### config.mk
export PLATFORM = sky130hd
export DESIGN_NAME = branch_condition_evaluator
export DESIGN_NICKNAME = d
export VERILOG_FILES = /design/src/include/cond_eval_pkg.sv /design/src/core/branch_condition_evaluator.sv /design/src/core/cond_decide.sv
export SDC_FILE = /design/constraint.sdc
export NUM_CORES = 1
export LEC_CHECK = 0
export ABC_CLOCK_PERIOD_IN_PS = 2600
export BUFFER_PORTS_ARGS = -buffer_cell sky130_fd_sc_hd__buf_4
export CORE_MARGIN = 2
export CORE_UTILIZATION = 46
export DETAILED_ROUTE_END_ITERATION = 6
export PLACE_DENSITY = 0.76
export SKIP_CTS_REPAIR_TIMING = 1
export SYNTH_ARGS = -nofsm -noshare
export SYNTH_HDL_FRONTEND = slang
export SYNTH_HIERARCHICAL = 1
export SYNTH_SLANG_ARGS = --single-unit
### constraint.sdc
create_clock -name clk_sys -period 2.6 [get_ports clk_sys]
set_input_delay 0.52 -clock clk_sys [delete_from_list [all_inputs] [get_ports clk_sys]]
set_output_delay 0.52 -clock clk_sys [all_outputs]
set_load 0.005 [all_outputs]
### src/include/cond_eval_pkg.sv
// Package with register map, flag layout, condition codes and flag-update actions.
package cond_eval_pkg;

   // Register map: the flag register sits at byte address 0xfc.
   localparam logic [7:0]  ADDR_CONDITION_FLAGS = 8'hfc;
   localparam logic [7:0]  ADDR_CORE_CONTROL    = 8'hf8;
   localparam logic [7:0]  ADDR_BRANCH_STATUS   = 8'hf4;
   localparam logic [31:0] RESET_FLAGS          = 32'h0000_0000;
   localparam logic [31:0] RESET_CONTROL        = 32'h0000_0000;

   // Flag bit positions inside condition_flags.
   localparam int FLAG_C = 7;
   localparam int FLAG_Z = 6;
   localparam int FLAG_S = 5;
   localparam int FLAG_V = 4;
   localparam int FLAG_D = 3;
   localparam int FLAG_H = 2;
   localparam int FLAG_COUNT = 6;
   localparam logic [7:0] FLAGS_MASK = 8'hfc;

   // Control register fields.
   localparam int CTRL_COND_LSB = 0;
   localparam int CTRL_APPLY    = 8;
   localparam int CTRL_ACT_LSB  = 16;
   localparam int ACT_WIDTH     = 3;

   // Bus encodings.
   localparam logic [1:0] HTRANS_NONSEQ = 2'h2;
   localparam logic [1:0] HTRANS_SEQ    = 2'h3;
   localparam logic [2:0] HSIZE_WORD    = 3'h2;

   // Condition field encodings.
   typedef enum logic [3:0] {
      COND_NEVER             = 4'h0,
      COND_SIGNED_BELOW      = 4'h1,
      COND_SIGNED_AT_MOST    = 4'h2,
      COND_UNSIGNED_AT_MOST  = 4'h3,
      COND_ARITH_WRAP_SET    = 4'h4,
      COND_SIGN_NEGATIVE     = 4'h5,
      COND_OPERANDS_SAME     = 4'h6,
      COND_UNSIGNED_BELOW    = 4'h7,
      COND_ALWAYS            = 4'h8,
      COND_SIGNED_AT_LEAST   = 4'h9,
      COND_SIGNED_ABOVE      = 4'ha,
      COND_UNSIGNED_ABOVE    = 4'hb,
      COND_ARITH_WRAP_CLEAR  = 4'hc,
      COND_SIGN_POSITIVE     = 4'hd,
      COND_OPERANDS_DIFFER   = 4'he,
      COND_UNSIGNED_AT_LEAST = 4'hf
   } cond_code_t;

   // Per-flag update action of an instruction.
   typedef enum logic [2:0] {
      ACT_KEEP   = 3'h0,
      ACT_CLEAR  = 3'h1,
      ACT_SET    = 3'h2,
      ACT_RESULT = 3'h3,
      ACT_UNDEF  = 3'h4
   } flag_act_t;

   // The four flags the evaluator reads.
   typedef struct packed {
      logic carry;
      logic zero;
      logic sign;
      logic wrap;
   } cond_flags_t;

   // One instruction's flag update request: an action and a result value per flag.
   typedef struct packed {
      logic                       valid;
      flag_act_t [FLAG_COUNT-1:0] act;
      logic [FLAG_COUNT-1:0]      result;
   } flag_update_t;

endpackage

### src/core/branch_condition_evaluator.sv
// Branch condition evaluator with flag register and AHB-Lite register slave.
//
// What this block does
// - Field 1000 always taken, 0000 never.
// - 0111 taken on carry, 1111 without.
// - 0011 taken on carry or zero.
// - 1011 taken when carry, zero clear.
// - 1010 taken: zero clear, sign equals wrap.
// - 0010 taken: zero set or sign differs.
// - 1001 sign equals wrap; 0001 differs.
// - Six flags held at register 252.
// - Flags cleared, set, updated, kept, undefined.
`timescale 1ns/1ps
module branch_condition_evaluator
   import cond_eval_pkg::*;
(
   input  wire logic         clk_sys,
   input  wire logic         reset,
   // AHB-Lite slave.
   input  wire logic         hsel,
   input  wire logic [7:0]   haddr,
   input  wire logic [1:0]   htrans,
   input  wire logic         hwrite,
   input  wire logic [2:0]   hsize,
   input  wire logic [31:0]  hwdata,
   input  wire logic         hready,
   output logic [31:0]       hrdata,
   output logic              hreadyout,
   output logic              hresp,
   // Core side.
   input  wire logic [3:0]   cond_field,
   input  wire flag_update_t flag_update,
   output logic [7:0]        flags_out,
   output logic              branch_taken
);

   // Address decode shared by the write and read paths.
   function automatic logic [1:0] decode(input logic [7:0] a);
      unique case (a)
         ADDR_CONDITION_FLAGS: decode = 2'h1;
         ADDR_CORE_CONTROL:    decode = 2'h2;
         ADDR_BRANCH_STATUS:   decode = 2'h3;
         default:              decode = 2'h0;
      endcase
   endfunction

   // Address phase captured for the data phase.
   logic        wr_pend;
   logic        rd_pend;
   logic [7:0]  addr_q;
   logic        next_wr_pend;
   logic        next_rd_pend;
   logic [7:0]  next_addr_q;
   logic        accept;

   // Register state. condition_flags holds carry, zero, sign, wrap, decimal-adjust
   // and half-carry from bit 7 down to bit 2; bits 1:0 are not stored and read as 0.
   // core_control keeps a condition code for the status word, an apply strobe and an
   // action code; every other bit is plain storage that software reads back.
   logic [7:0]  condition_flags;
   logic [31:0] core_control;
   logic [7:0]  next_flags;
   logic [31:0] next_control;
   logic [31:0] next_hrdata;
   logic        next_taken;
   logic        sw_taken;
   logic        core_taken;
   cond_flags_t live_flags;
   logic [31:0] status_word;

   // Accept only word-sized NONSEQ or SEQ transfers; others are ignored but still answered OKAY.
   // The slave never stalls, so an accepted address phase always has its data phase in
   // the very next cycle and one capture register per request kind is enough.
   assign accept = hsel & hready
                 & (htrans == HTRANS_NONSEQ || htrans == HTRANS_SEQ)
                 & (hsize == HSIZE_WORD);

   // Next values of the captured address phase.
   always_comb begin
      next_wr_pend = accept & hwrite;
      next_rd_pend = accept & ~hwrite;
      next_addr_q  = accept ? haddr : addr_q;
   end

   // The address phase is kept for the data phase, which is when hwdata arrives.
   // addr_q keeps its last value between transfers; only the pend bits qualify it.
   always_ff @(posedge clk_sys or posedge reset) begin
      if (reset) begin
         wr_pend <= 1'b0;
         rd_pend <= 1'b0;
         addr_q  <= 8'h00;
      end else begin
         wr_pend <= next_wr_pend;
         rd_pend <= next_rd_pend;
         addr_q  <= next_addr_q;
      end
   end

   // The four flags the decision reads, gathered in the evaluator's order.
   assign live_flags = cond_flags_t'({condition_flags[FLAG_C], condition_flags[FLAG_Z],
                                      condition_flags[FLAG_S], condition_flags[FLAG_V]});

   // Core evaluation on the live flags; only the core's cond_field is evaluated here.
   cond_decide u_core_decide (
      .flags (live_flags),
      .cond  (cond_field),
      .taken (core_taken)
   );

   // The status register shows the decision for the code software placed in control.
   // Only one decision unit exists, so a stored code other than always or never is
   // reported only while the core presents that same code; otherwise the bit reads 0.
   always_comb begin
      sw_taken = 1'b0;
      unique case (cond_code_t'(core_control[CTRL_COND_LSB +: 4]))
         COND_ALWAYS: sw_taken = 1'b1;
         COND_NEVER:  sw_taken = 1'b0;
         default:     sw_taken = core_taken & (cond_field == core_control[CTRL_COND_LSB +: 4]);
      endcase
   end

   // Flag register: bus write wins over a core update in the same cycle, since
   // software restoring flags must not be overwritten by a stale instruction.
   always_comb begin
      next_flags   = condition_flags;
      next_control = core_control;
      if (flag_update.valid) begin
         for (int i = 0; i < FLAG_COUNT; i++) begin
            unique case (flag_update.act[i])
               ACT_CLEAR:  next_flags[FLAG_H + i] = 1'b0;
               ACT_SET:    next_flags[FLAG_H + i] = 1'b1;
               ACT_RESULT: next_flags[FLAG_H + i] = flag_update.result[i];
               ACT_UNDEF:  next_flags[FLAG_H + i] = flag_update.result[i];
               default:    next_flags[FLAG_H + i] = condition_flags[FLAG_H + i];
            endcase
         end
      end

      // A bus write of a whole register replaces what the core update produced.
      if (wr_pend) begin
         unique case (decode(addr_q))
            2'h1:    next_flags = hwdata[7:0] & FLAGS_MASK;
            2'h2:    next_control = hwdata;
            default: next_control = core_control;
         endcase
      end

      // Software can also apply a stored action set to every flag at once.
      // Only clear and set act here: a bus write carries no operation result.
      if (wr_pend && decode(addr_q) == 2'h2 && hwdata[CTRL_APPLY]) begin
         for (int i = 0; i < FLAG_COUNT; i++) begin
            unique case (flag_act_t'(hwdata[CTRL_ACT_LSB +: ACT_WIDTH]))
               ACT_CLEAR: next_flags[FLAG_H + i] = 1'b0;
               ACT_SET:   next_flags[FLAG_H + i] = 1'b1;
               default:   next_flags[FLAG_H + i] = next_flags[FLAG_H + i];
            endcase
         end
         next_control[CTRL_APPLY] = 1'b0;
      end
   end

   // Register state, cleared by reset. Flags and control change only at clock edges,
   // so the decision path never sees a half-written register.
   always_ff @(posedge clk_sys or posedge reset) begin
      if (reset) begin
         condition_flags <= RESET_FLAGS[7:0];
         core_control    <= RESET_CONTROL;
      end else begin
         condition_flags <= next_flags;
         core_control    <= next_control;
      end
   end

   // Branch status word: bit 0 is the core's decision, bit 1 the stored code's.
   assign status_word = {30'h0, sw_taken, core_taken};

   // Read data is registered in the address phase so it stands in the data phase.
   // The flag and control values are the ones the edge ending the address phase
   // stores, so a read issued right behind a write already sees the new value.
   always_comb begin
      next_hrdata = 32'h0000_0000;
      if (accept && !hwrite) begin
         unique case (decode(haddr))
            2'h1:    next_hrdata = {24'h00_0000, next_flags};
            2'h2:    next_hrdata = next_control;
            2'h3:    next_hrdata = status_word;
            default: next_hrdata = 32'h0000_0000;
         endcase
      end
   end

   // decision follows current flags and field.
   // The port copy is registered, so branch_taken lags the field by one edge.
   always_comb begin
      next_taken = core_taken;
   end

   // Bus and core outputs. hreadyout stays low in reset so no master can start a
   // transfer before the register state is valid; from the first edge after release
   // it stays high, since every transfer completes without wait states.
   always_ff @(posedge clk_sys or posedge reset) begin
      if (reset) begin
         hrdata       <= 32'h0000_0000;
         hreadyout    <= 1'b0;
         hresp        <= 1'b0;
         flags_out    <= 8'h00;
         branch_taken <= 1'b0;
      end else begin
         hrdata       <= next_hrdata;
         hreadyout    <= 1'b1;
         hresp        <= 1'b0;
         flags_out    <= next_flags;
         branch_taken <= next_taken;
      end
   end

endmodule

### src/core/cond_decide.sv
// Combinational condition-code decision from four flags and a 4-bit field.
`timescale 1ns/1ps
module cond_decide
   import cond_eval_pkg::*;
(
   input  wire cond_flags_t flags,
   input  wire logic [3:0]  cond,
   output logic             taken
);

   always_comb begin
      unique case (cond_code_t'(cond))
         COND_ALWAYS:            taken = 1'b1;
         COND_NEVER:             taken = 1'b0;
         COND_UNSIGNED_BELOW:    taken = flags.carry;
         COND_UNSIGNED_AT_LEAST: taken = ~flags.carry;
         COND_UNSIGNED_AT_MOST:  taken = flags.carry | flags.zero;
         COND_UNSIGNED_ABOVE:    taken = ~flags.carry & ~flags.zero;
         COND_SIGNED_ABOVE:      taken = ~(flags.zero | (flags.sign ^ flags.wrap));
         COND_SIGNED_AT_MOST:    taken = flags.zero | (flags.sign ^ flags.wrap);
         COND_SIGNED_AT_LEAST:   taken = ~(flags.sign ^ flags.wrap);
         COND_SIGNED_BELOW:      taken = flags.sign ^ flags.wrap;
         COND_OPERANDS_SAME:     taken = flags.zero;
         COND_OPERANDS_DIFFER:   taken = ~flags.zero;
         COND_SIGN_NEGATIVE:     taken = flags.sign;
         COND_SIGN_POSITIVE:     taken = ~flags.sign;
         COND_ARITH_WRAP_SET:    taken = flags.wrap;
         COND_ARITH_WRAP_CLEAR:  taken = ~flags.wrap;
      endcase
   end

endmodule

# Yosys cells after proc, flatten, opt, wreduce, memory -nomap -nowiden
# Index checks and enable logic that the tools add are counted.
dict set report op_classes {
  eq_ne 58
  n_mux 27
  n_bitwise 15
  reduce_logical 13
}
# op count
set ops {}
lappend ops {{$mux 32} 3}
lappend ops {{$pmux 32 s3} 1}
lappend ops {{$eq 8x8->1 const B} 6}
lappend ops {{$eq 3x2->1 const B} 14}
lappend ops {{$eq 4x4->1 const B} 9}
lappend ops {{$eq 3x1->1 const B} 7}
lappend ops {{$eq 3x3->1 const B} 6}
lappend ops {{$pmux 1 s3} 6}
lappend ops {{$eq 4x3->1 const B} 4}
lappend ops {{$mux 8} 2}
lappend ops {{$pmux 1 s16} 1}
lappend ops {{$pmux 1 s2} 7}
lappend ops {{$eq 2x2->1 const B} 6}
lappend ops {{$mux 6} 2}
lappend ops {{$pmux 2 s3} 2}
lappend ops {{$reduce_or 2->1} 6}
lappend ops {{$eq 4x2->1 const B} 2}
lappend ops {{$logic_not 4->1} 2}
lappend ops {{$and 1x1->1} 6}
lappend ops {{$not 1->1} 6}
lappend ops {{$eq 2x1->1 const B} 2}
lappend ops {{$eq 4x1->1 const B} 1}
lappend ops {{$eq 4x4->1} 1}
lappend ops {{$mux 2} 2}
lappend ops {{other kinds (6)} 9}
dict set report word_totals {
  ff_bits 83
  in_bits 79
  output_inout_bits 43
  word_cells 120
}

# Longest topological paths before layout
dict set report logic_depth {
  depth_word 10
  mapped_depth 9
  depth_no_buf 8
}

# Modules after synthesis
# Netlist, hierarchy kept.
# mod instances cells_per_inst area_per_inst_um2 seq_area_each_um2
set modules_own_cells {}
lappend modules_own_cells {branch_condition_evaluator 1 288 3598.5 2077.0}
lappend modules_own_cells {cond_decide 1 28 219.0 0.0}

# Least setup slack after synthesis
# No wires, ideal clock.
dict set report synth_path {
  path_kind {input port to flip-flop}
  startpoint {in cond_field[0]}
  endpoint {reg hrdata[1]}
  setup_time_ns 0.080
  arrival_ns 1.671
  required_ns 2.520
  setup_slack_ns 0.849
  path_stages 9
  path_buffers 1
  path_cell_list {clkbuf_2 -> or3b_1 -> a21oi_1 -> a311oi_1 -> nand3_2 -> nand4_1 -> a21oi_1 -> o211ai_1 -> a21oi_1}
}
dict set report synth_between {
  elab_chain_len 6
  word_cells_on_any_way 22
  classes_between {eq/ne: 16; mux: 4; bitwise: 1; reduce/logical: 1}
}
# element line
set synth_lines {}
lappend synth_lines {{start: declaration} branch_condition_evaluator.sv:31} ;# input wire logic [3:0] cond_field,
lappend synth_lines {{$eq 4x4->1, or another cell as far along} cond_decide.sv:12} ;# unique case (cond_code_t'(cond))
lappend synth_lines {{$pmux 1 s16 *} cond_decide.sv:12}
lappend synth_lines {{named net core_taken} branch_condition_evaluator.sv:67} ;# logic core_taken;
lappend synth_lines {{$and 1x1->1 *} branch_condition_evaluator.sv:118} ;# default: sw_taken = core_taken & (cond_field == core_control[CTRL_COND_LSB +: 4]);
lappend synth_lines {{$pmux 1 s2 *} branch_condition_evaluator.sv:115} ;# unique case (cond_code_t'(core_control[CTRL_COND_LSB +: 4]))
lappend synth_lines {{$pmux 32 s3 *} branch_condition_evaluator.sv:183} ;# unique case (decode(haddr))
lappend synth_lines {{$mux 32 *} branch_condition_evaluator.sv:182} ;# if (accept && !hwrite) begin
lappend synth_lines {{named net next_hrdata[1]} branch_condition_evaluator.sv:64} ;# logic [31:0] next_hrdata;
lappend synth_lines {{end signal: assignment} branch_condition_evaluator.sv:209} ;# hrdata <= next_hrdata;
lappend synth_lines {{end: declaration} branch_condition_evaluator.sv:27} ;# output logic [31:0] hrdata,
# The timed path passes the listed nets; every way through them passes the cells marked *.
# A chain may end at the register's enable or synchronous reset.

# Worst setup path in the final report
dict set report layout_path {
  startpoint {reg addr_q[2]}
  endpoint {reg hrdata[2]}
}
dict set report layout_between {
  word_cells_on_any_way 18
  classes_between {eq/ne: 6; mux: 10; reduce/logical: 2}
}
# element line
set layout_lines {}
lappend layout_lines {{start: declaration} branch_condition_evaluator.sv:50} ;# logic [7:0] addr_q;
lappend layout_lines {{start signal: assignment} branch_condition_evaluator.sv:95} ;# addr_q <= next_addr_q;
lappend layout_lines {{$eq 8x8->1} branch_condition_evaluator.sv:39} ;# unique case (a)
lappend layout_lines {{$pmux 2 s3 *} branch_condition_evaluator.sv:39}
lappend layout_lines {{$mux 2 *} branch_condition_evaluator.sv:140} ;# if (wr_pend) begin
lappend layout_lines {{$eq 2x2->1 *} branch_condition_evaluator.sv:141} ;# unique case (decode(addr_q))
lappend layout_lines {{$mux 32 *} branch_condition_evaluator.sv:141}
lappend layout_lines {{$mux 32 *} branch_condition_evaluator.sv:140}
lappend layout_lines {{named net next_control[2]} branch_condition_evaluator.sv:63} ;# logic [31:0] next_control;
lappend layout_lines {{$pmux 32 s3 *} branch_condition_evaluator.sv:183}
lappend layout_lines {{$mux 32 *} branch_condition_evaluator.sv:182}
lappend layout_lines {{named net next_hrdata[2]} branch_condition_evaluator.sv:64}
# The timed path passes the listed nets; every way through them passes the cells marked *. The select of a mux whose other input is x is not followed.

==> impl_results.md <==
* Outcome: finished, final reports clean
* Initial Utilization at 46.93%
* Die Span Y at 95.10 microns
* Overflow after GRT at 0
* Clock-pin slew on the worst setup and hold paths at 0.09 ns
* Post-route DRC at 0
* HP Class: input pin to async pin
* Synth area leader: dfrtp_1
* Area growth syn-to-layout at 32.91%
* Netlist cell types at 55
* Clock root buffer: clkbuf_8
* Switching Share at 23.76%
* Post-synthesis sequential area ratio at 54.41%
* Vias in the first global route at 2,901
* EDFF count, synth at 0
* Hpwl dp at 6.180 mm
* Peak VDD IR at 0.0003218 V
* Rel. slew slack at 45.86%
* CTS tree: yes
* Area of the multi-input gates at 1628 sq um
* Leakage at 2.515 nW
* Crit path launch type: flop
* Cells after Synth at 316
* RSZ-0062 raised after global routing: no
* Antenna diodes at 0
* Most used flip-flop cell after synthesis: dfrtp_1
* First-pass GRT wire length at 13.28 mm
* Largest net degree at the start of global routing at 37
* Number of port buffers at 119
* Post-Synthesis Cell Area at 3817 sq um
* Clock Sink Count at 83
* Cell with the most instances after synthesis: dfrtp_1
* WL/cell at 15.20 microns
* Combinational Power Share at 11.2%
* Dpl ws at 0.4528 ns
* Sequential cell area at 2077 sq um
* NetSw at 0.0006470 W
* Crit-path leading delay family: flip-flops
* Fillers at 668
* Max-cap viol count at 0
* Layout cells sized above 1 at 44.27%
* Via Count at 2,866
* Yosys warnings at 6
* Clock latency on the worst-skew pair at 0.35 ns
* Final Hold Viols at 0
* Pwr Total at 0.002724 W
* Synth top area share at 54.41%
* Synth Register Bits at 83
* Cell area power density at 536.8 nW/um^2
* Internal Power at 0.002077 W
* CP arrival at 2.10 ns
* Fin nets at 519
* Total GRT Usage at 19.15%
* Std-Cell Rows at 33
* Crit path buf inv count at 1
* Top cells by count, synth: 83 x dfrtp_1, 42 x mux2_2, 26 x and2_1
* Clk pwr share at 38.8%
* First drt pass iteration count at 4
* Max FO, Critical Path at 17
* Async set-reset flop share out of synthesis at 100.0%
* Setup CP Type: flop to flop
* Hold Slack at 0.3105 ns
* Vias per Instance at 5.211
* Setup Skew at 0.009473 ns
* Worst-Margin Slew at 0.8104 ns
* Critical Path End Type: flop
* Fmax at 532.4 MHz
* CTS max path bufs at 2
* Initial antenna violation count at 0
* Slowest-stage cell, CP: dfrtp_1
* CP max stage delay at 0.54 ns
* Aggregate routed wire length at 8.362 mm
* Fin crit period at 1.878 ns
* Data required, critical path at 2.82 ns
* Core Area at 8134 sq um
* Final Max Slew Viols at 0
* Remaining antenna violation count at 0
* Die span in x at 95.10 microns
* H-tree level count at 3
* Gpl congestion at 0.8150
* Starting DRT DRC Count at 135
* Reg power frac at 50.0%
* Ranking of synthesized cells by area: dfrtp_1 54%, mux2_2 12%, and2_1 4.3%
* TritonCTS Buffers at 9
* Sum Neg Setup Slack at 0 ns
* Setup-failing EPs final at 0
* Min setup slack post-route at 0.7216 ns
* Die area at 9043 sq um
* Cell-by-cell trace of the critical path: nor3_4 -> buf_4 -> mux2_2 -> a22oi_1 -> o21ai_0
* Mapped Nets at 395
* Syn_area_per_cell at 12.08 sq um
* Io pins at 122
* Period utilisation layout at 72.25%
-- through the flow --
step	utilization, %	instance area, sq um	std cells
floorplan	-	3821	316
global placement	59.50	4840	534
detailed placement	59.50	4840	534
CTS	62.38	5074	550
global route	62.38	5074	550
finish	62.38	5074	550
-- state kept, by name (all words and copies together), names as in the netlist --
register	cells
hreadyout	1
wr_pend	1
branch_taken	1
flags_out	8
addr_q	8
hrdata	32
core_control	32
-- area by class of cell --
type / instances / share of cell area (%)
Inverter: 9 / 0.7398
Clock buffer: 10 / 2.713
Sequential cell: 83 / 40.94
Clock inverter: 6 / 1.899
Multi-Input combinational cell: 210 / 32.08
Tap cell: 105 / 2.589
Timing Repair Buffer: 127 / 19.04
-- per-layer routing --
| layer | vias to the layer above | track usage (%) | routed length (microns) |
|---|---|---|---|
| met2 | 105 | 32.51 | 4149 |
| met4 | 0 | 6.884 | 126 |
| li1 | 1377 | - | - |
| met1 | 1373 | 22.66 | 3381 |
| met5 | - | 0 | 0 |
| met3 | 11 | 6.403 | 704 |
-- path summary, 6_finish.rpt --
path | startpoint | to | slack [ns] | cells after the start
hold reg to reg | core_control[17] | core_control[17] | 0.50 | 1
max in group asynchronous | reset | hrdata[28] | 1.57 | 3
min in group clk_sys | hwdata[1] | core_control[1] | 0.40 | 2
hold / removal | reset | hrdata[20] | 0.31 | 2
setup reg to reg | addr_q[2] | hrdata[2] | 0.72 | 5
setup / recovery | addr_q[2] | hrdata[2] | 0.72 | 5
-- cell usage in the layout, fill, tap and decap left out, types with 8 or more instances in the layout --
master    count
buf_4       126
clkbuf_8     10
nor2b_1       8
and2_1       26
a21oi_1      25
o21ai_0      10
a21boi_0      8
inv_1         8
nor3_1        9
dfrtp_1      83
mux2_2       42
-- power groups by stage --
stage / Sequential (W) / Clock [W] / Combinational, W
after floorplan: 0.00137 / 0 / 0.000162
after global placement: 0.00139 / 0 / 0.000298
after detailed placement: 0.00139 / 0 / 0.000309
after CTS: 0.00136 / 0.00108 / 0.000310
after global routing: 0.00137 / 0.00114 / 0.000340
final: 0.00136 / 0.00106 / 0.000306
-- kinds of logic (layout without fill, tap and decap cells) --
logic type	Yosys count	after routing	synth area share (%)
AOI/OAI and AO/OA	71	71	11.64
xor gates and xnor gates	8	8	2.032
other	2	2	0.1967
buffers and inverters	23	152	3.081
DFF	83	83	54.41
muxes	44	44	12.95
and+or+nand+nor	85	85	15.70
Note: power is estimated with default switching activity, not from simulation.
